**config.mk**
```make
export PLATFORM = sky130hd
export DESIGN_NAME = psc_ctrl
export DESIGN_NICKNAME = d
export VERILOG_FILES = /design/src/include/psc_pkg.sv /design/src/design/psc_ctrl.sv /design/src/design/psc_sync.sv /design/src/design/psc_cycle_div.sv
export VERILOG_INCLUDE_DIRS = /design/src /design/src/include
export SDC_FILE = /design/constraint.sdc
export NUM_CORES = 1
export LEC_CHECK = 0
export ABC_AREA = 1
export BUFFER_PORTS_ARGS = -buffer_cell sky130_fd_sc_hd__buf_2
export CORE_UTILIZATION = 40
export DETAILED_ROUTE_END_ITERATION = 10
export PLACE_DENSITY = 0.79
export SYNTH_ARGS = -nofsm -noshare
export SYNTH_HDL_FRONTEND = slang
export SYNTH_HIERARCHICAL = 1
export SYNTH_SLANG_ARGS = --single-unit
export TNS_END_PERCENT = 50
```
**constraint.sdc**
```tcl
create_clock -name core_clk_i -period 1.36 [get_ports core_clk_i]
set_input_delay 0.272 -clock core_clk_i [delete_from_list [all_inputs] [get_ports core_clk_i]]
set_output_delay 0.272 -clock core_clk_i [all_outputs]
set_load 0.05 [all_outputs]
```
**src/include/psc_defines.svh**
```systemverilog
// Offsets, field positions, programming key and timing counts of the power/clock-mode block
`ifndef PSC_DEFINES_SVH
`define PSC_DEFINES_SVH
// Register indexes; the byte address is four times the index
`define PSC_OFS_FLASH_STATUS 12'h0B6
`define PSC_OFS_POWER_CTRL 12'h087
`define PSC_OFS_WAKE_CFG 12'h0A8
`define PSC_OFS_MODE_STAT 12'h0AC
`define PSC_OFS_PROG_CTRL 12'h0B0
`define PSC_BIT_IDLE 0
`define PSC_BIT_PDOWN 1
`define PSC_BIT_DOUBLE 3
`define PSC_BIT_SECURITY 6
`define PSC_BIT_PROG_KEY_LO 8
`define PSC_PROG_KEY 8'hA5
`define PSC_WAKE_LOW_CYCLES 1024
`define PSC_CYCLES_X1 4'hC
`define PSC_CYCLES_X2 4'h6
`endif

```
**src/include/psc_pkg.sv**
```systemverilog
// Types of the power/clock-mode block
package psc_pkg;
	typedef enum logic [3:0] {
		PSC_RUN = 4'h1,
		PSC_IDLE = 4'h2,
		PSC_PDOWN = 4'h4,
		PSC_WAKE = 4'h8
	} psc_state_t;
endpackage

```
**src/design/psc_ctrl.sv**
```systemverilog
// Power-saving state and machine-cycle rate controller with APB registers
//
// Decided for this implementation: the APB slave port.
`timescale 1ns/1ps
`include "psc_defines.svh"
module psc_ctrl #(
	parameter int WAKE_LOW_CYCLES = `PSC_WAKE_LOW_CYCLES
) (
	input wire logic core_clk_i,
	input wire logic sys_rst_i,
	input wire logic psel_i,
	input wire logic penable_i,
	input wire logic pwrite_i,
	input wire logic [11:0] paddr_i,
	input wire logic [31:0] pwdata_i,
	output logic [31:0] prdata_o,
	output logic pready_o,
	output logic pslverr_o,
	input wire logic ext_int_n_i,
	input wire logic irq_pending_i,
	input wire logic irq_service_start_i,
	output logic fetch_en_o,
	output logic clk_run_o,
	output logic osc_restart_o,
	output logic cycle_en_o,
	output logic addr_latch_strobe_o,
	output logic program_store_strobe_o,
	output logic resume_o
);
	logic ext_int_lvl;
	logic cyc_en;
	psc_pkg::psc_state_t state_q;
	psc_pkg::psc_state_t state_d;
	logic idle_request_bit_q;
	logic powerdown_request_bit_q;
	logic double_clock_flag_q;
	logic security_flag_q;
	logic wake_en_q;
	logic wake_level_q;
	logic [10:0] low_cnt_q;
	logic low_done;
	logic acc_wr;
	logic acc_rd;
	logic addr_ok;
	logic [31:0] rd_mux;
	logic pc_wr;
	logic prog_wr;
	logic [11:0] reg_idx;

	psc_sync #(
		.RESET_VAL(1'b1)
	) u_int_sync (
		.core_clk_i(core_clk_i),
		.sys_rst_i(sys_rst_i),
		.pin_i(ext_int_n_i),
		.level_o(ext_int_lvl)
	);

	psc_cycle_div u_div (
		.core_clk_i(core_clk_i),
		.sys_rst_i(sys_rst_i),
		.run_i(state_q != psc_pkg::PSC_PDOWN),
		.double_i(double_clock_flag_q),
		.cycle_en_o(cyc_en)
	);

	// APB decode; one wait state, pready raised on the first access edge
	// Unaligned addresses fall on an unmapped index
	assign reg_idx = (paddr_i[1:0] == 2'b00) ? {2'b00, paddr_i[11:2]} : 12'hFFF;
	assign acc_wr = psel_i && penable_i && pwrite_i && !pready_o;
	assign acc_rd = psel_i && penable_i && !pwrite_i && !pready_o;
	assign addr_ok = (reg_idx == `PSC_OFS_FLASH_STATUS) || (reg_idx == `PSC_OFS_POWER_CTRL) ||
		(reg_idx == `PSC_OFS_WAKE_CFG) || (reg_idx == `PSC_OFS_MODE_STAT) ||
		(reg_idx == `PSC_OFS_PROG_CTRL);
	assign pc_wr = acc_wr && (reg_idx == `PSC_OFS_POWER_CTRL) && (state_q == psc_pkg::PSC_RUN);
	// Doubling needs the programming key; flash status itself is read-only
	assign prog_wr = acc_wr && (reg_idx == `PSC_OFS_PROG_CTRL) &&
		(pwdata_i[15:8] == `PSC_PROG_KEY);
	assign low_done = (low_cnt_q == 11'(WAKE_LOW_CYCLES));

	always_comb begin
		rd_mux = 32'h0000_0000;
		case (reg_idx)
			`PSC_OFS_FLASH_STATUS: begin
				rd_mux[`PSC_BIT_DOUBLE] = double_clock_flag_q;
				rd_mux[`PSC_BIT_SECURITY] = security_flag_q;
			end
			`PSC_OFS_POWER_CTRL: begin
				rd_mux[`PSC_BIT_IDLE] = idle_request_bit_q;
				rd_mux[`PSC_BIT_PDOWN] = powerdown_request_bit_q;
			end
			`PSC_OFS_WAKE_CFG: begin
				rd_mux[0] = wake_en_q;
				rd_mux[1] = wake_level_q;
			end
			`PSC_OFS_MODE_STAT: begin
				rd_mux[3:0] = state_q;
				rd_mux[4] = ext_int_lvl;
				rd_mux[15:5] = low_cnt_q;
			end
			default: begin
				rd_mux = 32'h0000_0000;
			end
		endcase
	end

	always_ff @(posedge core_clk_i) begin
		if (sys_rst_i) begin
			pready_o <= 1'b0;
			pslverr_o <= 1'b0;
			prdata_o <= 32'h0000_0000;
		end else begin
			pready_o <= psel_i && penable_i && !pready_o;
			pslverr_o <= psel_i && penable_i && !pready_o && !addr_ok;
			if (acc_rd) begin
				prdata_o <= rd_mux;
			end
		end
	end

	// Wake configuration: enable and level-sensitive select
	always_ff @(posedge core_clk_i) begin
		if (sys_rst_i) begin
			wake_en_q <= 1'b0;
			wake_level_q <= 1'b0;
		end else if (acc_wr && reg_idx == `PSC_OFS_WAKE_CFG) begin
			wake_en_q <= pwdata_i[0];
			wake_level_q <= pwdata_i[1];
		end
	end

	// Programming-path flags survive low-power states; only reset or a keyed write clears
	always_ff @(posedge core_clk_i) begin
		if (sys_rst_i) begin
			double_clock_flag_q <= 1'b0;
			security_flag_q <= 1'b0;
		end else if (prog_wr) begin
			double_clock_flag_q <= pwdata_i[`PSC_BIT_DOUBLE];
			security_flag_q <= pwdata_i[`PSC_BIT_SECURITY];
		end
	end

	// Request bits; service start clears them, set wins in same cycle
	always_ff @(posedge core_clk_i) begin
		if (sys_rst_i) begin
			idle_request_bit_q <= 1'b0;
			powerdown_request_bit_q <= 1'b0;
		end else if (pc_wr) begin
			// Both set at once is treated as power-down
			powerdown_request_bit_q <= pwdata_i[`PSC_BIT_PDOWN];
			idle_request_bit_q <= pwdata_i[`PSC_BIT_IDLE] && !pwdata_i[`PSC_BIT_PDOWN];
		end else if (irq_service_start_i && state_q == psc_pkg::PSC_IDLE) begin
			idle_request_bit_q <= 1'b0;
		end else if (irq_service_start_i && state_q == psc_pkg::PSC_WAKE) begin
			powerdown_request_bit_q <= 1'b0;
		end
	end

	// Wake-pin low-time counter, runs on the restarted oscillator
	always_ff @(posedge core_clk_i) begin
		if (sys_rst_i) begin
			low_cnt_q <= 11'h000;
		end else if (state_q == psc_pkg::PSC_PDOWN && !ext_int_lvl && wake_en_q && wake_level_q) begin
			if (!low_done) begin
				low_cnt_q <= low_cnt_q + 11'h001;
			end
		end else if (state_q != psc_pkg::PSC_PDOWN) begin
			low_cnt_q <= 11'h000;
		end else if (!low_done) begin
			// Pin rose too early: start over
			low_cnt_q <= 11'h000;
		end
	end

	always_comb begin
		state_d = state_q;
		case (state_q)
			psc_pkg::PSC_RUN: begin
				if (pc_wr && pwdata_i[`PSC_BIT_PDOWN]) begin
					state_d = psc_pkg::PSC_PDOWN;
				end else if (pc_wr && pwdata_i[`PSC_BIT_IDLE]) begin
					state_d = psc_pkg::PSC_IDLE;
				end
			end
			psc_pkg::PSC_IDLE: begin
				if (irq_service_start_i) begin
					state_d = psc_pkg::PSC_RUN;
				end
			end
			psc_pkg::PSC_PDOWN: begin
				// Only an enabled level-sensitive pin held long enough wakes
				if (low_done && ext_int_lvl) begin
					state_d = psc_pkg::PSC_WAKE;
				end
			end
			psc_pkg::PSC_WAKE: begin
				if (irq_service_start_i) begin
					state_d = psc_pkg::PSC_RUN;
				end
			end
			default: begin
				state_d = psc_pkg::PSC_RUN;
			end
		endcase
	end

	always_ff @(posedge core_clk_i) begin
		if (sys_rst_i) begin
			state_q <= psc_pkg::PSC_RUN;
		end else begin
			state_q <= state_d;
		end
	end

	// Sequencing outputs, all registered from next state
	always_ff @(posedge core_clk_i) begin
		if (sys_rst_i) begin
			fetch_en_o <= 1'b1;
			clk_run_o <= 1'b1;
			osc_restart_o <= 1'b0;
			addr_latch_strobe_o <= 1'b1;
			program_store_strobe_o <= 1'b1;
			resume_o <= 1'b0;
			cycle_en_o <= 1'b0;
		end else begin
			// Fetch halts in idle; RAM and registers are simply not written
			fetch_en_o <= (state_d == psc_pkg::PSC_RUN);
			clk_run_o <= (state_d != psc_pkg::PSC_PDOWN);
			osc_restart_o <= (state_d == psc_pkg::PSC_PDOWN) && wake_en_q && wake_level_q &&
				!ext_int_lvl;
			addr_latch_strobe_o <= (state_d != psc_pkg::PSC_PDOWN);
			program_store_strobe_o <= (state_d != psc_pkg::PSC_PDOWN);
			resume_o <= (state_q != psc_pkg::PSC_RUN) && (state_d == psc_pkg::PSC_RUN);
			cycle_en_o <= cyc_en && (state_d == psc_pkg::PSC_RUN);
		end
	end
endmodule // psc_ctrl

```
**src/design/psc_sync.sv**
```systemverilog
// Three-stage pin synchroniser with agreement filter
`timescale 1ns/1ps
module psc_sync #(
	parameter logic RESET_VAL = 1'b1
) (
	input wire logic core_clk_i,
	input wire logic sys_rst_i,
	input wire logic pin_i,
	output logic level_o
);
	logic s1_q;
	logic s2_q;
	logic s3_q;

	always_ff @(posedge core_clk_i) begin
		if (sys_rst_i) begin
			s1_q <= RESET_VAL;
			s2_q <= RESET_VAL;
			s3_q <= RESET_VAL;
			level_o <= RESET_VAL;
		end else begin
			s1_q <= pin_i;
			s2_q <= s1_q;
			s3_q <= s2_q;
			// Change counts only once second and third agree
			if (s2_q == s3_q) begin
				level_o <= s3_q;
			end
		end
	end
endmodule // psc_sync

```
**src/design/psc_cycle_div.sv**
```systemverilog
// Machine-cycle enable divider, 12 or 6 clocks per cycle
`timescale 1ns/1ps
`include "psc_defines.svh"
module psc_cycle_div (
	input wire logic core_clk_i,
	input wire logic sys_rst_i,
	input wire logic run_i,
	input wire logic double_i,
	output logic cycle_en_o
);
	logic [3:0] cnt_q;
	logic [3:0] last;

	assign last = double_i ? (`PSC_CYCLES_X2 - 4'h1) : (`PSC_CYCLES_X1 - 4'h1);

	always_ff @(posedge core_clk_i) begin
		if (sys_rst_i) begin
			cnt_q <= 4'h0;
			cycle_en_o <= 1'b0;
		end else if (!run_i) begin
			// Stopped clock: no machine cycles at all
			cnt_q <= 4'h0;
			cycle_en_o <= 1'b0;
		end else if (cnt_q >= last) begin
			cnt_q <= 4'h0;
			cycle_en_o <= 1'b1;
		end else begin
			cnt_q <= cnt_q + 4'h1;
			cycle_en_o <= 1'b0;
		end
	end
endmodule // psc_cycle_div

```
After elaboration in Yosys (flattened, before gate mapping)
Index checks and enable logic that the tools add are counted.
{ "word_totals": {"latch_bits": 0, "ram_bits": 0, "input_bits": 52, "mem_count": 0, "regBits": 53, "rom_bits": 0, "word_cells": 112} }
{ "classes": {"n_div": 0, "bitwise": 1, "n_lt_le_gt_ge": 1, "muxes": 23, "shifts": 0, "n_addsub": 2, "mul": 0, "reduce_logical": 43, "n_eq_ne": 20} }
{ "op_table": {"columns": ["cell", "count"], "rows": [
  ["12-bit by 8-bit equality test with 1-bit output (second input constant)", 5],
  ["11-bit two-way mux", 4],
  ["1-bit logical AND", 26],
  ["4-bit two-way mux", 5],
  ["12-bit two-way mux", 1],
  ["4-bit case mux with 3 select lines", 1],
  ["11-bit by 1-bit adder with 11-bit output (second input constant)", 1],
  ["11-bit equality test (second input constant)", 1],
  ["9-bit two-way mux", 1],
  ["4-bit by 1-bit equality test with 1-bit output (second input constant)", 2],
  ["4-bit by 3-bit equality test with 1-bit output (second input constant)", 2],
  ["8-bit equality test (second input constant)", 1],
  ["4-bit by 3-bit inequality test with 1-bit output (second input constant)", 2],
  ["1-bit two-way mux", 7],
  ["2-bit case mux with 3 select lines", 1],
  ["1-bit logical NOT", 5],
  ["4-bit by 1-bit adder with 4-bit output (second input constant)", 1],
  ["4-bit by 2-bit equality test with 1-bit output (second input constant)", 1],
  ["4-bit equality test (second input constant)", 1],
  ["4-bit >= comparator", 1],
  ["1-bit logical OR", 4],
  ["2-bit inequality test (second input constant)", 2],
  ["4-bit by 1-bit inequality test with 1-bit output (second input constant)", 1],
  ["1-bit case mux with 2 select lines", 2],
  ["9 further kinds", 12]
]} }

Logic depth before layout (Yosys ltp)
Gate-level depths: netlist (run 1).
{ "logic_depth": {"depth_word": 13, "ltp_mapped": 10} }

Cells and area by module
Netlist (run 1), hierarchy kept.
{ "by_module_without_submodules": {"columns": ["mod", "seq_area_each_um2", "instances", "cells_each", "area_per_inst_um2"], "rows": [
  ["psc_ctrl", 880.8, 1, 331, 2354.8],
  ["psc_cycle_div", 100.1, 1, 32, 272.8],
  ["psc_sync", 80.1, 1, 15, 128.9]
]} }

Worst setup path before layout (run 1)
Ideal clock, no wire load.
{ "synth_path": {"path_type": "reg2reg", "from": "register pready_o", "to": "register prdata_o[15]", "stages_incl_launch_ff": 7, "arrival_ns": 1.341, "required_time_ns": 1.293, "n_path_buf": 1, "slack_ns": -0.048, "path_cell_list": "dfxtp_1 nor2_1 inv_1 nor2_1 clkbuf_1 o21ai_0 a21oi_2"} }
{ "synth_via": {"elab_chain_len": 2} }
{ "synth_lines": {"columns": ["element", "line", "text"], "rows": [
  ["from (decl)", "psc_ctrl.sv:17", "output logic pready_o,"],
  ["from (signal assigned)", "psc_ctrl.sv:113", "pready_o <= psel_i && penable_i && !pready_o;"],
  ["1-bit logical NOT", "psc_ctrl.sv:71", "assign acc_rd = psel_i && penable_i && !pwrite_i && !pready_o;"],
  ["1-bit logical AND", "psc_ctrl.sv:71", null],
  ["to (signal assigned)", "psc_ctrl.sv:116", "prdata_o <= rd_mux;"],
  ["to (decl)", "psc_ctrl.sv:16", "output logic [31:0] prdata_o,"]
]} }
Every way passes these cells.
A chain may end at the register's enable or synchronous reset.

Final worst setup path (run 1)
{ "layout_path": {"from": "register state_q[0]", "to": "register low_cnt_q[6]"} }
{ "layout_via": {"elab_chain_len": 6} }
{ "layout_lines": {"columns": ["element", "line", "text"], "rows": [
  ["from (decl)", "psc_ctrl.sv:32", "psc_pkg::psc_state_t state_q;"],
  ["from (signal assigned)", "psc_ctrl.sv:209", "state_q <= psc_pkg::PSC_RUN;"],
  ["from (signal assigned)", "psc_ctrl.sv:211", "state_q <= state_d;"],
  ["4-bit by 3-bit equality test with 1-bit output", "psc_ctrl.sv:163", "end else if (state_q == psc_pkg::PSC_PDOWN && !ext_int_lvl && wake_en_q && wake_level_q) begin"],
  ["1-bit logical AND (3 in series)", "psc_ctrl.sv:163", null],
  ["2-bit inequality test (no line)", null, null],
  ["2-bit AND reduction (no line)", null, null],
  ["to (signal assigned)", "psc_ctrl.sv:165", "low_cnt_q <= low_cnt_q + 11'h001;"],
  ["to (decl)", "psc_ctrl.sv:40", "logic [10:0] low_cnt_q;"]
]} }
Several ways; a longest one is shown, not always the timed one.

==> flow_summary.rst, run 1 <==
.. list-table::
   :header-rows: 1

   * - Metric
     - Value
   * - Via-to-Cell Ratio
     - 5.13
   * - Int Power
     - 2440 µW
   * - Worst min-delay path class
     - in -> reg
   * - Switching power share of the total
     - 26.6%
   * - Share of layout cells above drive strength 1
     - 41.4%
   * - IO Port Bufs
     - 55
   * - Starting Density
     - 42.4%
   * - Number of antenna violations at the first check in global routing
     - 0
   * - DR pass1 iterations
     - 4
   * - Level count of the clock H-tree
     - 2
   * - Most frequent cell after synthesis
     - sky130_fd_sc_hd__nand2_1
   * - Worst reg-to-reg setup slack
     - -0.06 ns
   * - Maximum ir drop on the vdd rail
     - 438 µV
   * - Number of endpoints with negative hold slack in the final report
     - 0
   * - Setup skew after layout
     - 0.0135 ns
   * - Proportion of power drawn by combinational gates
     - 13.2%
   * - Sequential power share
     - 48.1%
   * - Core box area
     - 0.00649 mm²
   * - Clock insertion delay at the later pin of the skew report
     - 0.32 ns
   * - Flip-flop and latch count after synthesis
     - 53
   * - Total placed instance area
     - 0.00331 mm²
   * - Gpl congestion
     - 0.871
   * - Total number of vias
     - 2823
   * - Dominant cell type by area after synthesis
     - sky130_fd_sc_hd__dfxtp_1
   * - Detailed Route Iter0 Violations
     - 191
   * - Power share of the clock group
     - 38.7%
   * - Post-route cell area
     - 0.00380 mm²
   * - Share of cell area taken by muxes after synthesis
     - 0%
   * - Yosys warning count
     - 6
   * - Main area contributors after synthesis
     - sky130_fd_sc_hd__dfxtp_1 38%, sky130_fd_sc_hd__nand2_1 8.6%, sky130_fd_sc_hd__nor2_1 7.1%
   * - Maximum fanout along the worst path
     - 7
   * - Fmax
     - 703 MHz
   * - Commonest cells in the synthesized netlist
     - 63 x sky130_fd_sc_hd__nand2_1, 53 x sky130_fd_sc_hd__dfxtp_1, 52 x sky130_fd_sc_hd__nor2_1
   * - Simple-gate area share of the yosys netlist
     - 33.2%
   * - Kind of launch point of the worst setup path
     - flip-flop
   * - Top cell type's share of synthesized area
     - 38.5%
   * - Violated checks
     - setup timing
   * - Post-layout minimum cycle time
     - 1.42 ns
   * - Average wire per cell in the routed design
     - 13.6 µm
   * - DRC violations left
     - 0
   * - Commonest register cell after synthesis
     - sky130_fd_sc_hd__dfxtp_1
   * - Diodes inserted
     - 0
   * - Net load switching power
     - 885 µW
   * - Clock transition at the registers of the reported paths
     - 0.11 ns
   * - Area share of xor/xnor cells in the synthesized design
     - 0.635%
   * - Total leakage power
     - 0.00173 µW
   * - Utilization after layout
     - 58.5%
   * - Post-detail-place hpwl
     - 4830 µm
   * - Type of the worst setup path
     - reg -> reg
   * - Chip height
     - 85.0 µm
   * - TritonCTS Buffers
     - 5
   * - Post-route ant nets
     - 0
   * - Data arrival at the endpoint of the critical path
     - 1.64 ns
   * - Number of cells produced by synthesis
     - 378
   * - Total routing resource utilization after global routing
     - 18.3%
   * - Chip width
     - 85.0 µm
   * - # setup viols final
     - 4
   * - Data required time of the critical path
     - 1.58 ns
   * - Proportion of register bits with asynchronous set or reset after synthesis
     - 0%
   * - Worst slack after detailed placement
     - -0.247 ns
   * - Maximum number of pins on one net before global-route repair
     - 32
   * - Placed instance count
     - 537
   * - Total power density per cell area
     - 875 mW/mm²
   * - Max-slew violation total from the final report
     - 0
   * - Number of nets in the layout
     - 530
   * - Netlist area before placement
     - 0.00276 mm²
   * - WL final
     - 7510 µm
   * - Layout overhead on the synthesized area
     - 37.9%
   * - Crit end category
     - flip-flop
   * - Result of the run
     - finished, violations left
   * - Unrepaired setup endpoints after global routing
     - true
   * - Distinct cell type count after synthesis
     - 37
   * - Site row count
     - 29
   * - Layout Cells excl Fill
     - 550
   * - Area fraction in compound gates after synthesis
     - 11.3%
   * - Number of maximum-capacitance violations
     - 0
   * - Num Clock Sinks
     - 53
   * - I/O pin cnt
     - 93
   * - Clk buf depth
     - 2
   * - Average instance area after synthesis
     - 7.29 µm²
   * - Clk root buf
     - sky130_fd_sc_hd__clkbuf_8
   * - Overall die area
     - 0.00723 mm²
   * - Remaining global-route overflow
     - 0
   * - Number of enable-type register cells in the synthesized netlist
     - 0
   * - Seq/Total Area, Yosys
     - 38.5%
   * - Dominant combinational cell family by area after synthesis
     - simple AND/OR/NAND/NOR gates
   * - First-pass GRT wire length
     - 10700 µm
   * - Adder-cell share of the synthesized area
     - 2.72%
   * - Vias in the first global route
     - 2529
   * - Final Cycle Share
     - 105%
   * - TritonCTS clock tree
     - built
   * - Least setup slack across all paths after layout
     - -0.0633 ns
-- layer usage --
layer / share of wire [%] / track usage (%)
met3: 4.5 / 2.82
met4: 3.9 / 9.24
met2: 50 / 32.4
met1: 41 / 21.4
met5: 0 / 0
-- cell usage in the layout (no fill, tap or decap), drive strengths merged --
cell type and count:
clkinv 1, conb 16, nor3b 3, clkbuf 6, nor3 15, nand4 12
nand3b 2, dfxtp 53, a21oi 27, ha 6, a211oi 1, or2 4
nand3 27, buf 98, inv 47, nor2 60, and2 1, and3 1
o21ai 19, xnor2 2, nand2 67, a21boi 1, bufinv 2, o21a 2
-- flip-flops by register name, summed over array words and instances (netlist names), 4 cells and up --
| name | flops |
|---|---|
| low_cnt_q | 11 |
| state_q | 4 |
| prdata_o | 16 |
| u_div/cnt_q | 4 |
-- power groups by stage --
stage                     Combinational, µW  Sequential [µW]  Clock, µW
after floorplan                         252             1720          0
after global placement                  407             1640          0
after detailed placement                413             1640          0
after CTS                               416             1600       1290
after global routing                    471             1600       1350
final                                   439             1600       1290
-- cell type report --
cell class,count,area [µm²]
Clock buffer,5,68.8
Tap cell,77,96.3
Timing Repair Buffer,99,667
Fill cell,544,2690
Sequential cell,53,1080
Multi-Input combinational cell,266,1650
Clock inverter,3,68.8
Inverter,47,178
-- timing repair --
| item | CTS | global route |
|---|---|---|
| buffers inserted | 0 | 4 |
| pin swaps | 3 | 23 |
| hold buffers | 0 | 0 |
| resized for setup | 22 | 61 |
| setup endpoints to repair | 18 | 28 |
| gates cloned | 0 | 1 |
-- stage by stage --
stage	hold WS [ns]	setup TNS [ns]	power, µW
CTS	0.133	-0.0902	3310
finish	0.140	-0.139	3330
floorplan	0.352	-0.166	1970
detailed placement	0.396	-4.30	2050
global route	0.141	-0.906	3430
global placement	0.385	-3.32	2050
-- logic make-up after synthesis --
logic type / Yosys count
XOR/XNOR: 2
adder cells (fa/ha/maj): 6
AND/OR/NAND/NOR: 192
buffers and inverters: 74
flip-flops: 53
other: 1
AO/OA/AOI/OAI: 50
-- worst paths after layout --
kind | cells past startpoint | to | start
worst max-delay path | 8 | low_cnt_q[6] | state_q[0]
worst min-delay path | 2 | u_int_sync/s1_q | ext_int_n_i
worst max register to register | 8 | low_cnt_q[6] | state_q[0]
worst min register to register | 1 | u_int_sync/s2_q | u_int_sync/s1_q
-- worst max-delay path, cell delays in order, from the launching register on --
cell and delay [ns]:
sky130_fd_sc_hd__dfxtp_4 0.38, sky130_fd_sc_hd__nor2_4 0.11, sky130_fd_sc_hd__nand2_1 0.07, sky130_fd_sc_hd__nor2_2 0.15, sky130_fd_sc_hd__inv_2 0.08, sky130_fd_sc_hd__nor2_4 0.11, sky130_fd_sc_hd__nand2_4 0.08, sky130_fd_sc_hd__buf_8 0.14
sky130_fd_sc_hd__nor3_1 0.20
Note: power is estimated with default switching activity, not from simulation.
==> run 2: changes to the inputs <==
--- a/config.mk
+++ b/config.mk
@@ -9,6 +9,7 @@
 export ABC_AREA = 1
 export BUFFER_PORTS_ARGS = -buffer_cell sky130_fd_sc_hd__buf_2
 export CORE_UTILIZATION = 40
+export CTS_BUF_LIST = sky130_fd_sc_hd__clkbuf_8
 export DETAILED_ROUTE_END_ITERATION = 10
 export PLACE_DENSITY = 0.79
 export SYNTH_ARGS = -nofsm -noshare
==> constraint.sdc (replaced) <==
create_clock -name core_clk_i -period 1.2 [get_ports core_clk_i]
set_input_delay 0.24 -clock core_clk_i [delete_from_list [all_inputs] [get_ports core_clk_i]]
set_output_delay 0.24 -clock core_clk_i [all_outputs]
set_load 0.05 [all_outputs]
==> flow_summary.rst, run 2 (synthesis gave the netlist of run 1 again) <==
.. list-table::
   :header-rows: 1

   * - Metric
     - Value
   * - Result of the run
     - finished, violations left
   * - Violated checks
     - setup timing
   * - Post-layout minimum cycle time
     - 1.42 ns (-0.00374 ns)
   * - Gpl congestion
     - 0.931 (+6.9%)
   * - First-pass GRT wire length
     - 11000 µm (+2.9%)
   * - Worst reg-to-reg setup slack
     - -0.22 ns (-0.16 ns)
   * - Worst slack on hold paths
     - 0.101 ns (-0.0385 ns)
   * - Net load switching power
     - 1010 µW (+14%)
   * - Num Clock Sinks
     - 53 (unchanged)
   * - Level count of the clock H-tree
     - 2 (unchanged)
   * - Number of nets in the layout
     - 548 (+3.4%)
   * - DR pass1 iterations
     - 4 (unchanged)
   * - Sequential power share
     - 53.9% (+5.8 points)
   * - Power share of the clock group
     - 29.5% (-9.2 points)
   * - Number of antenna violations at the first check in global routing
     - 0 (unchanged)
   * - IO Port Bufs
     - 55 (unchanged)
   * - Utilization after layout
     - 62.6% (+4.1 points)
   * - Total routing resource utilization after global routing
     - 18.9% (+0.63 points)
   * - Type of the worst setup path
     - reg -> reg
   * - Clk buf depth
     - 2 (unchanged)
   * - Crit end category
     - flip-flop
   * - Kind of launch point of the worst setup path
     - flip-flop
   * - Remaining global-route overflow
     - 0 (unchanged)
   * - Data required time of the critical path
     - 1.41 ns (-0.17 ns)
   * - Int Power
     - 2350 µW (-3.5%)
   * - Most flop-heavy register
     - prdata_o
   * - Proportion of power drawn by combinational gates
     - 16.6% (+3.4 points)
   * - Overall die area
     - 0.00723 mm² (unchanged)
   * - Max-slew violation total from the final report
     - 0 (unchanged)
   * - Unrepaired setup endpoints after global routing
     - true
   * - Chip height
     - 85.0 µm (unchanged)
   * - Maximum number of pins on one net before global-route repair
     - 21 (-34%)
   * - Worst min-delay path class
     - in -> reg
   * - Top cell family by delay on the critical path
     - simple AND/OR/NAND/NOR gates
   * - Site row count
     - 29 (unchanged)
   * - Layout overhead on the synthesized area
     - 47.5%
   * - Clk root buf
     - sky130_fd_sc_hd__clkbuf_8
   * - Switching power share of the total
     - 30.0% (+3.4 points)
   * - Flip-flop count of the largest register, all copies and words added
     - 16 (unchanged)
   * - Setup skew after layout
     - 0.00426 ns (-0.00924 ns)
   * - Data arrival at the endpoint of the critical path
     - 1.63 ns (about the same)
   * - Chip width
     - 85.0 µm (unchanged)
   * - WL final
     - 7700 µm (+2.6%)
   * - Post-route ant nets
     - 0 (unchanged)
   * - Maximum fanout along the worst path
     - 4 (-3)
   * - Worst Path Buf+Inv
     - 0 (-2)
   * - Via-to-Cell Ratio
     - 5.05 (-1.6%)
   * - Worst slack after detailed placement
     - -0.292 ns (-0.0454 ns)
   * - Most repeated library cell on the critical path
     - sky130_fd_sc_hd__nand2_4
   * - Least setup slack across all paths after layout
     - -0.220 ns (-0.156 ns)
   * - Final Cycle Share
     - 118% (+14 points)
   * - # setup viols final
     - 24 (+20)
   * - Core box area
     - 0.00649 mm² (unchanged)
   * - TritonCTS clock tree
     - built
   * - Critical path cell sequence
     - ha_4 -> nand2_4 -> nor2_4 -> nand2_4 -> nor3_4 -> xnor2_2 -> nor2_1
   * - Clock insertion delay at the later pin of the skew report
     - 0.31 ns (about the same)
   * - DRC violations left
     - 0 (unchanged)
   * - Detailed Route Iter0 Violations
     - 121 (-37%)
   * - Starting Density
     - 42.4% (unchanged)
   * - Clock transition at the registers of the reported paths
     - 0.09 ns (-0.02 ns)
   * - Diodes inserted
     - 0 (unchanged)
   * - Average wire per cell in the routed design
     - 13.6 µm (-0.69%)
   * - Fill cell count
     - 490 (-9.9%)
   * - Vias in the first global route
     - 2541 (+0.47%)
   * - I/O pin cnt
     - 93 (unchanged)
   * - Number of maximum-capacitance violations
     - 0 (unchanged)
   * - Total placed instance area
     - 0.00346 mm² (+4.6%)
   * - TritonCTS Buffers
     - 5 (unchanged)
   * - Fmax
     - 704 MHz (+0.26%)
   * - Post-route cell area
     - 0.00407 mm² (+6.9%)
   * - Total power density per cell area
     - 827 mW/mm² (-5.5%)
   * - Registers with the most flip-flops
     - prdata_o: 16 flops, low_cnt_q: 11 flops
   * - Post-detail-place hpwl
     - 4970 µm (+2.9%)
   * - Share of layout cells above drive strength 1
     - 48.9% (+7.4 points)
   * - Total number of vias
     - 2870 (+1.7%)
   * - Total leakage power
     - 0.00186 µW (+7.2%)
   * - Hold buffers post-CTS
     - 0 (unchanged)
   * - Maximum ir drop on the vdd rail
     - 448 µV (+2.4%)
   * - Most used cells in the layout excluding fill and tap cells
     - 49 x sky130_fd_sc_hd__nand2_1, 49 x sky130_fd_sc_hd__buf_4, 48 x sky130_fd_sc_hd__buf_2
   * - Max stage delay cell, worst path
     - sky130_fd_sc_hd__dfxtp_4
   * - Number of endpoints with negative hold slack in the final report
     - 0 (unchanged)
   * - Largest stage delay on the critical path
     - 0.40 ns (+0.02 ns)
[run 2: changes by cell type in the layout (fill, tap and decap cells not counted), moves of 5 or more]
cell                       change
sky130_fd_sc_hd__buf_2         -7
sky130_fd_sc_hd__buf_4        +12
sky130_fd_sc_hd__buf_6         +7
sky130_fd_sc_hd__clkbuf_4      +5
sky130_fd_sc_hd__nor2_1        -6
sky130_fd_sc_hd__nor2_4        +9
sky130_fd_sc_hd__nor3_2        +6
sky130_fd_sc_hd__o21ai_0       -5
[run 2: path summary, 6_finish.rpt]
path                         from              end  depth (start not counted)
setup / recovery     low_cnt_q[1]    low_cnt_q[10]                          7
hold / removal        ext_int_n_i  u_int_sync/s1_q                          2
setup reg to reg     low_cnt_q[1]    low_cnt_q[10]                          7
hold reg to reg   u_int_sync/s1_q  u_int_sync/s2_q                          1
[run 2: worst register-to-register path, cell delays in order (launching register included)]
cell and delay (ns):
sky130_fd_sc_hd__dfxtp_4 0.40, sky130_fd_sc_hd__ha_4 0.17, sky130_fd_sc_hd__nand2_4 0.06, sky130_fd_sc_hd__nor2_4 0.17
sky130_fd_sc_hd__nand2_4 0.09, sky130_fd_sc_hd__nor3_4 0.23, sky130_fd_sc_hd__xnor2_2 0.15, sky130_fd_sc_hd__nor2_1 0.06
[run 2: through the flow]
step                setup TNS [ns]  cells  total power (µW)
floorplan                   -0.250    393              2240
global placement             -7.86    548              2350
detailed placement           -8.73    548              2360
CTS                          -1.87    557              3340
global route                 -4.64    568              3490
finish                       -2.38    568              3360
[run 2: area by class of cell]
cell class,count,area [µm²],share of cell area [%]
Sequential cell,53,1090,26.8
Clock inverter,3,17.5,0.431
Multi-Input combinational cell,267,1770,43.6
Inverter,47,181,4.46
Timing Repair Buffer,116,838,20.6
Clock buffer,5,68.8,1.69
Tap cell,77,96.3,2.37
[run 2: timing repair]
action,in CTS,in global routing
buffers inserted,1,10
pin swaps,11,33
setup endpoints to repair,33,52
gates cloned,0,1
endpoints found under the hold margin,0,0
resized for setup,41,85
[run 2: layer usage]
metal | global-route usage (%) | share of wire, %
met5 | 0 | 0
met4 | 6.93 | 2.1
met3 | 3.21 | 4.6
met2 | 33.9 | 52
met1 | 22.7 | 41
[run 2: power by group through the flow]
stage          logic, µW  clock network, µW  registers (µW)
6_report             558                993            1810
3_5_place_dp         500                  0            1860
3_3_place_gp         491                  0            1860
2_1_floorplan        294                  0            1940
5_1_grt              593               1080            1820
4_1_cts              512               1010            1820
